[config.mk]
export PLATFORM = sky130hd
export DESIGN_NAME = temp_scan_readout
export DESIGN_NICKNAME = d
export VERILOG_FILES = /design/src/include/temp_scan_pkg.sv /design/src/rtl/temp_scan_readout.sv
export SDC_FILE = /design/constraint.sdc
export NUM_CORES = 1
export LEC_CHECK = 0
export ABC_AREA = 0
export BUFFER_PORTS_ARGS = -buffer_cell sky130_fd_sc_hd__buf_4
export CORE_AREA = 3 3 118 97
export CTS_CLUSTER_SIZE = 28
export DETAILED_ROUTE_END_ITERATION = 6
export DIE_AREA = 0 0 121 100
export PLACE_DENSITY_LB_ADDON = 0.25
export RECOVER_POWER = 50
export SYNTH_ARGS = -nofsm -noshare
export SYNTH_HDL_FRONTEND = slang
export SYNTH_SLANG_ARGS = --single-unit
[constraint.sdc]
create_clock -name REF_CLK_IN -period 7.57 [get_ports REF_CLK_IN]
set_input_delay 0.757 -clock REF_CLK_IN [delete_from_list [all_inputs] [get_ports REF_CLK_IN]]
set_output_delay 0.757 -clock REF_CLK_IN [all_outputs]
set_load 0.03 [all_outputs]
[src/include/temp_scan_pkg.sv]
// Package of offsets, fields, reset values and timing for the temperature scan readout
package temp_scan_pkg;

   // APB byte addresses (printed offsets are not all multiples of four: index * 4)
   localparam logic [7:0]  IDX_CAPABILITY     = 8'h08;          // Capabilities index
   localparam logic [7:0]  IDX_READOUT        = 8'h09;          // Readout index
   localparam logic [7:0]  IDX_TEMP_CONTROL   = 8'h0A;          // Temperature control index
   localparam logic [7:0]  IDX_FUNC_STATUS    = 8'h04;          // Status index
   localparam logic [7:0]  IDX_DEVICE_CONTROL = 8'h05;          // Device control index
   localparam logic [7:0]  IDX_SCAN_DIVIDER   = 8'h10;          // Scan period index
   localparam logic [9:0]  ADDR_CAPABILITY    = {IDX_CAPABILITY, 2'b00};
   localparam logic [9:0]  ADDR_READOUT       = {IDX_READOUT, 2'b00};
   localparam logic [9:0]  ADDR_TEMP_CONTROL  = {IDX_TEMP_CONTROL, 2'b00};
   localparam logic [9:0]  ADDR_FUNC_STATUS   = {IDX_FUNC_STATUS, 2'b00};
   localparam logic [9:0]  ADDR_DEVICE_CONTROL = {IDX_DEVICE_CONTROL, 2'b00};
   localparam logic [9:0]  ADDR_SCAN_DIVIDER  = {IDX_SCAN_DIVIDER, 2'b00};

   // Capabilities fields
   localparam logic [2:0]  CAP_RESOLUTION     = 3'h1;           // 0.5 C per lsb
   localparam logic [2:0]  CAP_NUM_BITS       = 3'h1;           // Ten significant bits
   localparam logic        CAP_SIGNED         = 1'b1;           // Two's complement
   localparam logic        CAP_READOUT_WIDTH  = 1'b0;           // 16-bit readout
   localparam logic        CAP_INTERNAL       = 1'b1;           // Local sensor present
   localparam logic [2:0]  CAP_REMOTE_COUNT   = 3'h2;           // Two remote diodes
   localparam logic [15:0] CAP_RESET          = 16'h0549;       // Expected value

   // Readout field positions
   localparam int          RD_TEMP_LSB        = 6;              // Temperature bits 15-6
   localparam int          RD_INDEX_LSB       = 2;              // Index bits 3-2
   localparam int          RD_ERROR_BIT       = 1;              // Remote error bit
   // Temperature control bit positions
   localparam int          CTL_ATTN_BIT       = 0;
   localparam int          CTL_EN_LSB         = 1;              // Enables bits 3-1
   // Status bit positions
   localparam int          ST_EVENT_BIT       = 0;
   localparam int          ST_OVERRUN_BIT     = 4;
   // Device control bit positions
   localparam int          DC_LOWPWR_BIT      = 2;
   localparam int          DC_ENABLE_BIT      = 4;

   // Reset values
   localparam logic [3:0]  TEMP_CONTROL_RESET = 4'h0;
   localparam logic [31:0] SCAN_DIVIDER_RESET = 32'h0000_03E8;  // Cycles per conversion slot
   localparam int          LOWPWR_FACTOR      = 4;              // Low power slows by four

   // Scan state
   typedef enum logic [1:0] {
      SCAN_IDLE = 2'b00,
      SCAN_CONV = 2'b01
   } scan_state_t;

endpackage

[src/rtl/temp_scan_readout.sv]
// Temperature scan readout: sensor round robin, readout register, flags and APB slave
// Contract
// - Scan enabled sensors continuously while enabled
// - Scan only sensors whose enable is set
// - Ascending index order, skip disabled, wrap
// - Low power scans four times slower
// - New result sets sticky event flag
// - Readout read clears event and overrun
// - Unread overwrite sets overrun flag
// - Readout holds temperature and index 0-2
// - Index 0 is local junction sensor
// - Attention only when attention enable set
// - Resolution fixed, writes cannot change it
// - One signed fixed point encoding
// - Works without configuration before enable; sensor enables reset to 0, so nothing scans until one is written
// - Capabilities at 08h reading 0549h
// - Capabilities bits 2-0 read 001
// - Capabilities bits 5-3 read 001
// - Capabilities bit 6 reads 1
// - Capabilities bit 7 reads 0
// - Capabilities bit 8 reads 1
// - Capabilities bits 11-9 read two
// - Capabilities bits 15-12 read zero
// - Readout layout: temp 15-6, index 3-2, error 1
// - Event bit 0, overrun bit 4 of status
// - Attention needs a sensor enable too
`timescale 1ns/1ns
`default_nettype none

module temp_scan_readout (
   // Clock and reset
   input  wire logic        REF_CLK_IN,
   input  wire logic        RST_B_IN,
   // APB slave
   input  wire logic        PSEL_IN,
   input  wire logic        PENABLE_IN,
   input  wire logic        PWRITE_IN,
   input  wire logic [11:0] PADDR_IN,
   input  wire logic [31:0] PWDATA_IN,
   output logic [31:0]      PRDATA_OUT,
   output logic             PREADY_OUT,
   output logic             PSLVERR_OUT,
   // Converter: request and result
   output logic             CONV_START_OUT,
   output logic [1:0]       CONV_INDEX_OUT,
   input  wire logic        CONV_DONE_IN,
   input  wire logic [9:0]  CONV_TEMP_IN,
   input  wire logic        CONV_FAULT_IN,
   // Function state to device logic
   output logic             FUNCTION_EVENT_OUT,
   output logic             FUNCTION_ERROR_OUT,
   output logic             ATTENTION_REQUEST_OUT
);

   ////////////////////////////////////////////////////////////////////////////
   // Declarations

   logic [3:0]               temp_control;        // Enables and attention enable
   logic                     function_enable;     // Device control enable
   logic                     low_power;           // Device control low power
   logic [31:0]              scan_divider;        // Active cycles per slot
   logic [31:0]              slot_count;          // Slot timer
   logic [1:0]               sensor_index;        // Sensor being converted
   logic [1:0]               next_index;          // Next enabled sensor
   temp_scan_pkg::scan_state_t scan_state;        // Scan state
   logic [31:0]              start_gap;           // Cycles since the last start
   logic [15:0]              readout;             // Readout register
   logic                     readout_unread;      // Result not yet read
   logic                     function_event_flag;
   logic                     function_overrun_flag;
   logic                     any_enable;
   logic                     slot_tick;
   logic                     apb_access;
   logic                     apb_wr;
   logic                     readout_read;
   logic                     result_store;
   logic [31:0]              slot_limit;
   logic [15:0]              capability;
   logic                     local_zone_enable;
   logic                     remote_zone1_enable;
   logic                     remote_zone2_enable;
   logic                     attention_request_enable;

   assign attention_request_enable = temp_control[package_attn()];
   assign local_zone_enable        = temp_control[1];
   assign remote_zone1_enable      = temp_control[2];
   assign remote_zone2_enable      = temp_control[3];
   assign any_enable = local_zone_enable | remote_zone1_enable | remote_zone2_enable;

   // Position helper kept as a function so the bit index has one definition
   function automatic int package_attn();
      return temp_scan_pkg::CTL_ATTN_BIT;
   endfunction

   // Next enabled index strictly above the current one, wrapping
   function automatic logic [1:0] next_enabled(input logic [1:0] cur, input logic [2:0] en);
      logic [1:0] cand;
      logic [1:0] pick;
      cand = cur;
      pick = cur;
      for (int k = 0; k < 3; k++) begin
         cand = (cand == 2'd2) ? 2'd0 : 2'(cand + 2'd1);
         if (en[cand] && pick == cur) begin
            pick = cand;
         end
      end
      // Only the current sensor enabled: stay on it
      return en[pick] ? pick : cur;
   endfunction

   ////////////////////////////////////////////////////////////////////////////
   // Capabilities value built from fields; constant, no write path

   assign capability = {4'h0,
                        temp_scan_pkg::CAP_REMOTE_COUNT,
                        temp_scan_pkg::CAP_INTERNAL,
                        temp_scan_pkg::CAP_READOUT_WIDTH,
                        temp_scan_pkg::CAP_SIGNED,
                        temp_scan_pkg::CAP_NUM_BITS,
                        temp_scan_pkg::CAP_RESOLUTION};

   ////////////////////////////////////////////////////////////////////////////
   // APB decode: zero wait states, unmapped addresses answer with an error

   assign apb_access   = PSEL_IN & PENABLE_IN;
   assign apb_wr       = apb_access & PWRITE_IN;
   assign readout_read = apb_access & ~PWRITE_IN
                         & (PADDR_IN[9:0] == temp_scan_pkg::ADDR_READOUT)
                         & (PADDR_IN[11:10] == 2'b00);
   assign PREADY_OUT   = 1'b1;

   // Error answer for anything outside the map
   always_comb begin
      PSLVERR_OUT = 1'b0;
      if (apb_access) begin
         if (PADDR_IN[11:10] != 2'b00) begin
            PSLVERR_OUT = 1'b1;
         end else begin
            unique case (PADDR_IN[9:0])
               temp_scan_pkg::ADDR_CAPABILITY,
               temp_scan_pkg::ADDR_READOUT,
               temp_scan_pkg::ADDR_TEMP_CONTROL,
               temp_scan_pkg::ADDR_FUNC_STATUS,
               temp_scan_pkg::ADDR_DEVICE_CONTROL,
               temp_scan_pkg::ADDR_SCAN_DIVIDER: PSLVERR_OUT = 1'b0;
               default:                          PSLVERR_OUT = 1'b1;
            endcase
         end
      end
   end

   // Read data registered? No: combinational mux, valid in the access cycle
   always_comb begin
      PRDATA_OUT = 32'h0000_0000;
      if (apb_access && !PWRITE_IN && PADDR_IN[11:10] == 2'b00) begin
         unique case (PADDR_IN[9:0])
            temp_scan_pkg::ADDR_CAPABILITY:   PRDATA_OUT = {16'h0000, capability};
            temp_scan_pkg::ADDR_READOUT:      PRDATA_OUT = {16'h0000, readout};
            temp_scan_pkg::ADDR_TEMP_CONTROL: PRDATA_OUT = {28'h000_0000, temp_control};
            temp_scan_pkg::ADDR_FUNC_STATUS: begin
               PRDATA_OUT[temp_scan_pkg::ST_EVENT_BIT]   = function_event_flag;
               PRDATA_OUT[temp_scan_pkg::ST_OVERRUN_BIT] = function_overrun_flag;
            end
            temp_scan_pkg::ADDR_DEVICE_CONTROL: begin
               PRDATA_OUT[temp_scan_pkg::DC_LOWPWR_BIT] = low_power;
               PRDATA_OUT[temp_scan_pkg::DC_ENABLE_BIT] = function_enable;
            end
            temp_scan_pkg::ADDR_SCAN_DIVIDER: PRDATA_OUT = scan_divider;
            default:                          PRDATA_OUT = 32'h0000_0000;
         endcase
      end
   end

   ////////////////////////////////////////////////////////////////////////////
   // Control registers; capabilities has no write path at all

   always_ff @(posedge REF_CLK_IN or negedge RST_B_IN) begin
      if (!RST_B_IN) begin
         temp_control    <= temp_scan_pkg::TEMP_CONTROL_RESET;
         function_enable <= 1'b0;
         low_power       <= 1'b0;
         scan_divider    <= temp_scan_pkg::SCAN_DIVIDER_RESET;
      end else if (apb_wr && PADDR_IN[11:10] == 2'b00) begin
         // Resolution fields are constants, writes never reach them
         if (PADDR_IN[9:0] == temp_scan_pkg::ADDR_TEMP_CONTROL) begin
            temp_control <= PWDATA_IN[3:0];
         end
         if (PADDR_IN[9:0] == temp_scan_pkg::ADDR_DEVICE_CONTROL) begin
            low_power       <= PWDATA_IN[temp_scan_pkg::DC_LOWPWR_BIT];
            function_enable <= PWDATA_IN[temp_scan_pkg::DC_ENABLE_BIT];
         end
         // Zero would stall the timer forever, so it is kept at least one
         if (PADDR_IN[9:0] == temp_scan_pkg::ADDR_SCAN_DIVIDER) begin
            scan_divider <= (PWDATA_IN == 32'h0000_0000) ? 32'h0000_0001 : PWDATA_IN;
         end
      end
   end

   ////////////////////////////////////////////////////////////////////////////
   // Slot timer: one conversion started per slot, four times longer in low power

   assign slot_limit = low_power ? 32'(scan_divider * temp_scan_pkg::LOWPWR_FACTOR)
                                 : scan_divider;
   assign slot_tick  = (slot_count >= slot_limit - 32'h0000_0001);

   always_ff @(posedge REF_CLK_IN or negedge RST_B_IN) begin
      if (!RST_B_IN) begin
         slot_count <= 32'h0000_0000;
      end else if (!function_enable || !any_enable || slot_tick) begin
         slot_count <= 32'h0000_0000;
      end else begin
         slot_count <= slot_count + 32'h0000_0001;
      end
   end

   ////////////////////////////////////////////////////////////////////////////
   // Scan sequencer

   assign next_index     = next_enabled(sensor_index, temp_control[3:1]);
   assign CONV_START_OUT = (scan_state == temp_scan_pkg::SCAN_IDLE) & function_enable
                           & any_enable & slot_tick;
   assign CONV_INDEX_OUT = sensor_index;

   always_ff @(posedge REF_CLK_IN or negedge RST_B_IN) begin
      if (!RST_B_IN) begin
         scan_state   <= temp_scan_pkg::SCAN_IDLE;
         sensor_index <= 2'd2;   // First advance lands on the lowest enabled index
      end else begin
         unique case (scan_state)
            temp_scan_pkg::SCAN_IDLE: begin
               // Index chosen at start so a disabled sensor is never requested
               if (CONV_START_OUT) begin
                  sensor_index <= next_index;
                  scan_state   <= temp_scan_pkg::SCAN_CONV;
               end
            end
            temp_scan_pkg::SCAN_CONV: begin
               // Clearing the function enable or every sensor enable mid conversion drops the result
               if (!function_enable || !any_enable) begin
                  scan_state <= temp_scan_pkg::SCAN_IDLE;
               end else if (CONV_DONE_IN) begin
                  scan_state <= temp_scan_pkg::SCAN_IDLE;
               end
            end
            default: scan_state <= temp_scan_pkg::SCAN_IDLE;
         endcase
      end
   end

   // Cycles since the last start; saturates so a long idle never wraps short
   // Read only by the slot assertions below
   always_ff @(posedge REF_CLK_IN or negedge RST_B_IN) begin
      if (!RST_B_IN) begin
         start_gap <= 32'h0000_0000;
      end else if (CONV_START_OUT) begin
         start_gap <= 32'h0000_0001;
      end else if (start_gap != 32'hFFFF_FFFF) begin
         start_gap <= start_gap + 32'h0000_0001;
      end
   end

   ////////////////////////////////////////////////////////////////////////////
   // Readout register and flags

   assign result_store = (scan_state == temp_scan_pkg::SCAN_CONV) & CONV_DONE_IN
                         & function_enable & any_enable;

   always_ff @(posedge REF_CLK_IN or negedge RST_B_IN) begin
      if (!RST_B_IN) begin
         readout <= 16'h0000;
      end else if (result_store) begin
         // Signed 10-bit temperature, index, remote fault; local has no fault bit
         readout <= {CONV_TEMP_IN, 2'b00, sensor_index,
                     (sensor_index != 2'd0) & CONV_FAULT_IN, 1'b0};
      end
   end

   // Event and overrun: a store in the same cycle as a clearing read keeps event set but clears overrun
   always_ff @(posedge REF_CLK_IN or negedge RST_B_IN) begin
      if (!RST_B_IN) begin
         function_event_flag   <= 1'b0;
         function_overrun_flag <= 1'b0;
         readout_unread        <= 1'b0;
      end else if (result_store) begin
         function_event_flag <= 1'b1;
         readout_unread      <= 1'b1;
         // Overrun only if the old one is still unread and not being read now
         if (readout_unread && !readout_read) begin
            function_overrun_flag <= 1'b1;
         end else if (readout_read) begin
            function_overrun_flag <= 1'b0;
         end
      end else if (readout_read) begin
         function_event_flag   <= 1'b0;
         function_overrun_flag <= 1'b0;
         readout_unread        <= 1'b0;
      end
   end

   assign FUNCTION_EVENT_OUT    = function_event_flag;
   assign FUNCTION_ERROR_OUT    = function_overrun_flag;
   assign ATTENTION_REQUEST_OUT = function_event_flag & attention_request_enable
                                  & any_enable;

   // Enable bit for a sensor index inside the control register
   function automatic int ctl_en_idx(input logic [1:0] idx);
      return temp_scan_pkg::CTL_EN_LSB + int'(idx);
   endfunction
endmodule

`default_nettype wire

### Word-level counts from Yosys, hierarchy flattened

Cells that the tools add are included.

| cells by class | value |
|---|---|
| multiply operators | 0 |
| magnitude comparators | 5 |
| div/mod/pow operators | 0 |
| multiplexer cells | 36 |
| bitwise logic cells | 17 |
| shifts and indexed selects | 0 |
| add/sub/neg operators | 5 |
| reductions and logical operators | 24 |
| equal/unequal tests | 14 |

Operators by type and width:

| kind | number |
|---|---|
| $mux W32 | 4 |
| $pmux W27 S3 | 1 |
| $add A32 B1 Y32 const B | 1 |
| $ge A32 B32 Y1 | 1 |
| $logic_not A32 Y1 | 1 |
| $sub A32 B1 Y32 const B | 1 |
| $eq A10 B6 Y1 const B | 3 |
| $eq A10 B5 Y1 const B | 2 |
| $mux W2 | 9 |
| $and A1 B1 Y1 | 14 |
| $lt A2 B3 Y1 const B | 4 |
| $mux W1 | 12 |
| $pmux W1 S4 | 3 |
| $eq A10 B7 Y1 const B | 1 |
| $bmux W1 S2 | 4 |
| $reduce_and A2 Y1 | 4 |
| $add A2 B1 Y2 const B | 3 |
| $eq A2 B2 Y1 const B | 3 |
| $logic_and A1 B1 Y1 | 6 |
| $pmux W1 S3 | 2 |
| $reduce_bool A2 Y1 | 3 |
| $reduce_or A6 Y1 | 1 |
| $eq A2 B2 Y1 | 2 |
| $logic_not A1 Y1 | 4 |
| other kinds (9) | 12 |

| word-level totals | value |
|---|---|
| bits in latches | 0 |
| input port bits | 61 |
| RAM bits | 0 |
| memories kept | 0 |
| output and inout port bits | 40 |
| bits in registers | 89 |
| ROM bits | 0 |

### Logic depth before layout (Yosys ltp)

| logic depth | value |
|---|---|
| depth in word-level cells | 14 |
| mapped depth | 21 |
| gate-level depth less buffers | 15 |

### Worst setup path before layout

Ideal clock, no wire load.

| timing | value |
|---|---|
| path type | register to output |
| start point | register low_power |
| end point | output CONV_START_OUT |
| cell stages (with the launch flop) | 21 |
| arrival | 4,595 ps |
| setup slack | 2,218 ps |
| data required time | 6,813 ps |
| buffers on the path | 5 |
| path through | dfrtp_1 > buf_2 > buf_2 > buf_1 > inv_1 > clkbuf_1 > nand2_1 > ha_1 > o2111ai_1 > or4_1 > buf_2 > o31a_1 > o21bai_1 > nand3_1 > ha_1 > and3_1 > a221o_1 > a22oi_1 > nand3_1 > a2bb2oi_1 > inv_1 |

| between the ends | value |
|---|---|
| word-level cells in the longest chain between the ends | 4 |

Ends and longest elaborated chain:

| item | line | text |
|---|---|---|
| from (decl) | temp_scan_readout.sv:60 | `logic low_power;` |
| from (signal assigned) | temp_scan_readout.sv:189 | `low_power <= PWDATA_IN[temp_scan_pkg::DC_LOWPWR_BIT];` |
| $mux W32 | temp_scan_readout.sv:202 | `assign slot_limit = low_power ? 32'(scan_divider * temp_scan_pkg::LOWPWR_FACTOR)` |
| $sub A32 B1 Y32 | temp_scan_readout.sv:204 | `assign slot_tick = (slot_count >= slot_limit - 32'h0000_0001);` |
| $ge A32 B32 Y1 | temp_scan_readout.sv:204 |  |
| $and A1 B1 Y1 | temp_scan_readout.sv:221 | `& any_enable & slot_tick;` |
| to (decl) | temp_scan_readout.sv:44 | `output logic CONV_START_OUT,` |

Every way passes these cells.

### Worst setup path in the final report

Same ends and word-level chain as after synthesis.

==> results.py <==
metrics = {
    "die": {
        "start_util_pct": 59.7,
        "core_sq_mm": 0.0103,
        "placementRows": 33,
        "io_pins": 101,
        "fp.dieH_microns": 100,
        "die_w_microns": 121,
        "die_area_sq_mm": 0.0121,
    },
    "timing": {
        "fin_crit_sh_pct": 78.7,
        "fmax_ghz": 0.168,
        "timing.final.hold_violations": 0,
        "setup-tns-final_ns": 0,
        "period_minus_slack_ns": 5.96,
        "relSlewSlack_pct": -93.0,
        "worst_pin_slew_ns": 2.90,
        "rsz0062_at_grt": "false",
        "fin_skew_ns": 0.00492,
        "setup_viol": 0,
        "slew_violations": 91,
        "layout_setup_ws_ns": 1.61,
    },
    "power": {
        "swShare_pct": 21.5,
        "cellPowerDensity_mw_per_mm2": 137,
        "comb_power_share_pct": 5.1,
        "seqPwrFrac_pct": 47.5,
        "switchingPower_mw": 0.213,
        "internal_power_mw": 0.778,
        "p_leak_nw": 3.37,
        "clkPwrFrac_pct": 47.4,
        "vdd_drop_max_mv": 0.123,
    },
    "routing": {
        "detail-route-antenna-nets": 0,
        "firstDrtPassIters": 5,
        "vias_per_cell": 6.16,
        "drc_errors": 0,
        "drt-initial-drc-count": 415,
        "wirelength_microns": 15800,
        "vias": 5496,
        "wl_per_cell_microns": 17.8,
    },
    "clock_network": {
        "cts_buffer_depth": 2,
        "cts_hold_buf": 0,
        "cts-root-buf": "clkbuf_16",
        "clkSlewWorstSetupHoldPaths_ns": 0.06,
        "cts_buffers": 9,
        "postCtsSetupRepairBufs": 0,
        "clk_latency_ns": 0.34,
        "clock-sinks": 88,
        "htreeDepth": 3,
        "cts_resized": 0,
        "cts_tree": "yes",
    },
    "place": {
        "dpl_worst_slack_ns": 2.04,
        "routabilityCongestion": 0.906,
        "hpwl_microns": 11700,
        "io_buffers": 99,
        "placedCellCount": 876,
    },
    "global_route": {
        "grt_max_degree": 57,
        "grt_first_pass_wirelength_microns": 25800,
        "grt_usage_pct": 26.4,
        "antenna_found_initial": 0,
        "overflow": 0,
        "grt_pass1_vias": 5381,
    },
    "final_layout": {
        "multiInputGateArea_sq_mm": 0.00371,
        "drive_gt1_share_pct": 23.7,
        "area_growth_pct": 17.7,
        "n_fill_cell": 797,
        "final_cells": 892,
        "seq_area_sq_mm": 0.00221,
        "diodes": 0,
        "fin_nets": 842,
    },
    "worst_setup_path": {
        "start_kind": "flip-flop",
        "crit_arrival_ns": 5.20,
        "critical_path_class": "flip-flop to output port",
        "critPathMaxFanout": 56,
        "worstSetupEndpointType": "output port",
        "worstPathRequired_ns": 6.81,
    },
    "synthesis": {
        "yosys_warnings": 0,
        "synth_edf_count": 0,
        "syn_avg_cell_area_sq_um": 9.15,
        "ys_seq_area_share_pct": 36.0,
        "synthArstFlopShare_pct": 100,
        "syn-instance-count": 671,
        "synthDistinctLibCells": 58,
        "synth.net_count": 766,
        "syn-cell-area_sq_mm": 0.00614,
        "synthFlopType": "dfrtp_1",
        "synth_seq_cells": 88,
    },
    "job": {
        "max-cap-violations": 2,
    },
    "status": {
        "status": "complete, but fails checks",
        "violations": "max-capacitance violations, max-slew violations",
    },
    "worst_hold_path": {
        "hp-class": "flip-flop to flip-flop",
    },
}
==> critical path, stage by stage, from the launching register on <==
cell,delay (ns)
dfrtp_2,0.35
buf_4,0.49
or3b_4,0.48
a2111o_1,0.40
or4_1,0.67
o31a_1,0.29
o21bai_1,0.15
nand3_1,0.09
ha_1,0.29
and3_1,0.20
a221o_1,0.34
a22oi_1,0.24
nand3_1,0.17
a2bb2oi_1,0.40
inv_1,0.08
buf_4,0.18
==> synth_stat cells (3+ instances only) <==
cell | instances | area, sq um
nor2b_1 | 4 | 25.0
inv_1 | 12 | 45.0
nand3_1 | 21 | 105
nand2b_1 | 6 | 37.5
or2_2 | 3 | 18.8
dfrtp_1 | 81 | 2030
o311a_1 | 3 | 30.0
buf_2 | 6 | 30.0
nor2_1 | 80 | 300
nand2_1 | 49 | 184
nor4_1 | 15 | 93.8
o21ai_0 | 15 | 75.1
and3_1 | 33 | 206
a222oi_1 | 3 | 30.0
mux2_2 | 49 | 552
nor3_1 | 16 | 80.1
a21oi_1 | 32 | 160
a31oi_1 | 3 | 18.8
and2_1 | 3 | 18.8
clkbuf_1 | 28 | 105
ha_1 | 34 | 425
mux2i_1 | 23 | 230
nand4_1 | 10 | 62.6
a22oi_1 | 14 | 105
or3_1 | 9 | 56.3
o211ai_1 | 4 | 30.0
xor2_1 | 32 | 280
or4_1 | 3 | 22.5
buf_4 | 4 | 30.0
dfstp_2 | 7 | 184
xnor2_1 | 25 | 219
a21o_1 | 6 | 45.0
==> layer usage <==
layer | vias to the layer above | share of wire, % | track usage [%] | wire length (microns)
li1 | 2565 | - | - | -
met4 | 0 | 2.1 | 9.41 | 325
met5 | - | 0 | 0 | 0
met1 | 2709 | 43 | 34.5 | 6770
met3 | 33 | 5.2 | 4.73 | 822
met2 | 189 | 50 | 44.2 | 7920
==> power by group through the flow <==
stage | Sequential [mW] | Combinational, mW | Clock (mW)
final | 0.471 | 0.0505 | 0.470
after global routing | 0.471 | 0.0554 | 0.495
after CTS | 0.471 | 0.0511 | 0.476
after detailed placement | 0.480 | 0.0509 | 0
after global placement | 0.480 | 0.0495 | 0
after floorplan | 0.480 | 0.0103 | 0
==> placed cells by master, fill, tap and decap left out, drive strengths merged, types with 23 or more instances in the layout <==
cell,synthesis,layout
a21oi,32,32
nand2,49,49
nor2,80,80
buf,12,99
mux2,49,49
mux2i,23,23
ha,34,34
and3,33,33
dfrtp,81,81
xor2,32,32
xnor2,25,25
==> registers in the layout (all words and copies together), names as in the netlist <==
name / count
scan_divider: 32
slot_count: 32
temp_control: 4
FUNCTION_ERROR_OUT: 1
FUNCTION_EVENT_OUT: 1
CONV_INDEX_OUT: 2
function_enable: 1
scan_state: 1
readout: 13
low_power: 1
==> final timing paths <==
check                      startpoint           endpoint  slack (ns)  depth (start not counted)
setup / recovery            low_power     CONV_START_OUT        1.61                         15
hold / removal             readout[7]         readout[7]        0.51                          1
setup reg to reg            low_power  CONV_INDEX_OUT[0]        2.47                         14
hold reg to reg            readout[7]         readout[7]        0.51                          1
max in group asynchronous    RST_B_IN          low_power        2.90                          2
min in group asynchronous    RST_B_IN      slot_count[5]        0.94                          1
==> cells by family (layout without fill, tap and decap cells) <==
family | after synthesis | in the layout | share of synthesized area (%)
adder cells (fa/ha/maj) | 34 | 34 | 6.93
buffers and inverters | 53 | 134 | 3.63
multiplexers | 72 | 72 | 12.7
other | 1 | 1 | 0.0611
AO/OA/AOI/OAI | 101 | 101 | 11.0
XOR/XNOR | 57 | 57 | 8.13
flip-flops | 88 | 88 | 36.0
AND/OR/NAND/NOR | 265 | 265 | 21.6
==> final cells by class <==
class / count / area share [%]
timing repair buffer: 106 / 10.7
inverter: 12 / 0.623
sequential: 88 / 30.6
clock inverter: 4 / 0.709
tap: 140 / 2.42
multi-input combinational: 530 / 51.3
clock buffer: 12 / 3.69
==> stage by stage <==
| stage | total power [mW] | hold slack, ns | area, sq um | util [%] |
|---|---|---|---|---|
| after floorplan | 0.490 | 0.461 | 6140 | - |
| after global placement | 0.529 | 0.491 | 6940 | 67.5 |
| after detailed placement | 0.531 | 0.498 | 6940 | 67.5 |
| after CTS | 0.998 | 0.369 | 7250 | 70.6 |
| after global routing | 1.02 | 0.523 | 7230 | 70.3 |
| final | 0.991 | 0.510 | 7230 | 70.3 |
Power figures use the tool's default switching activity.
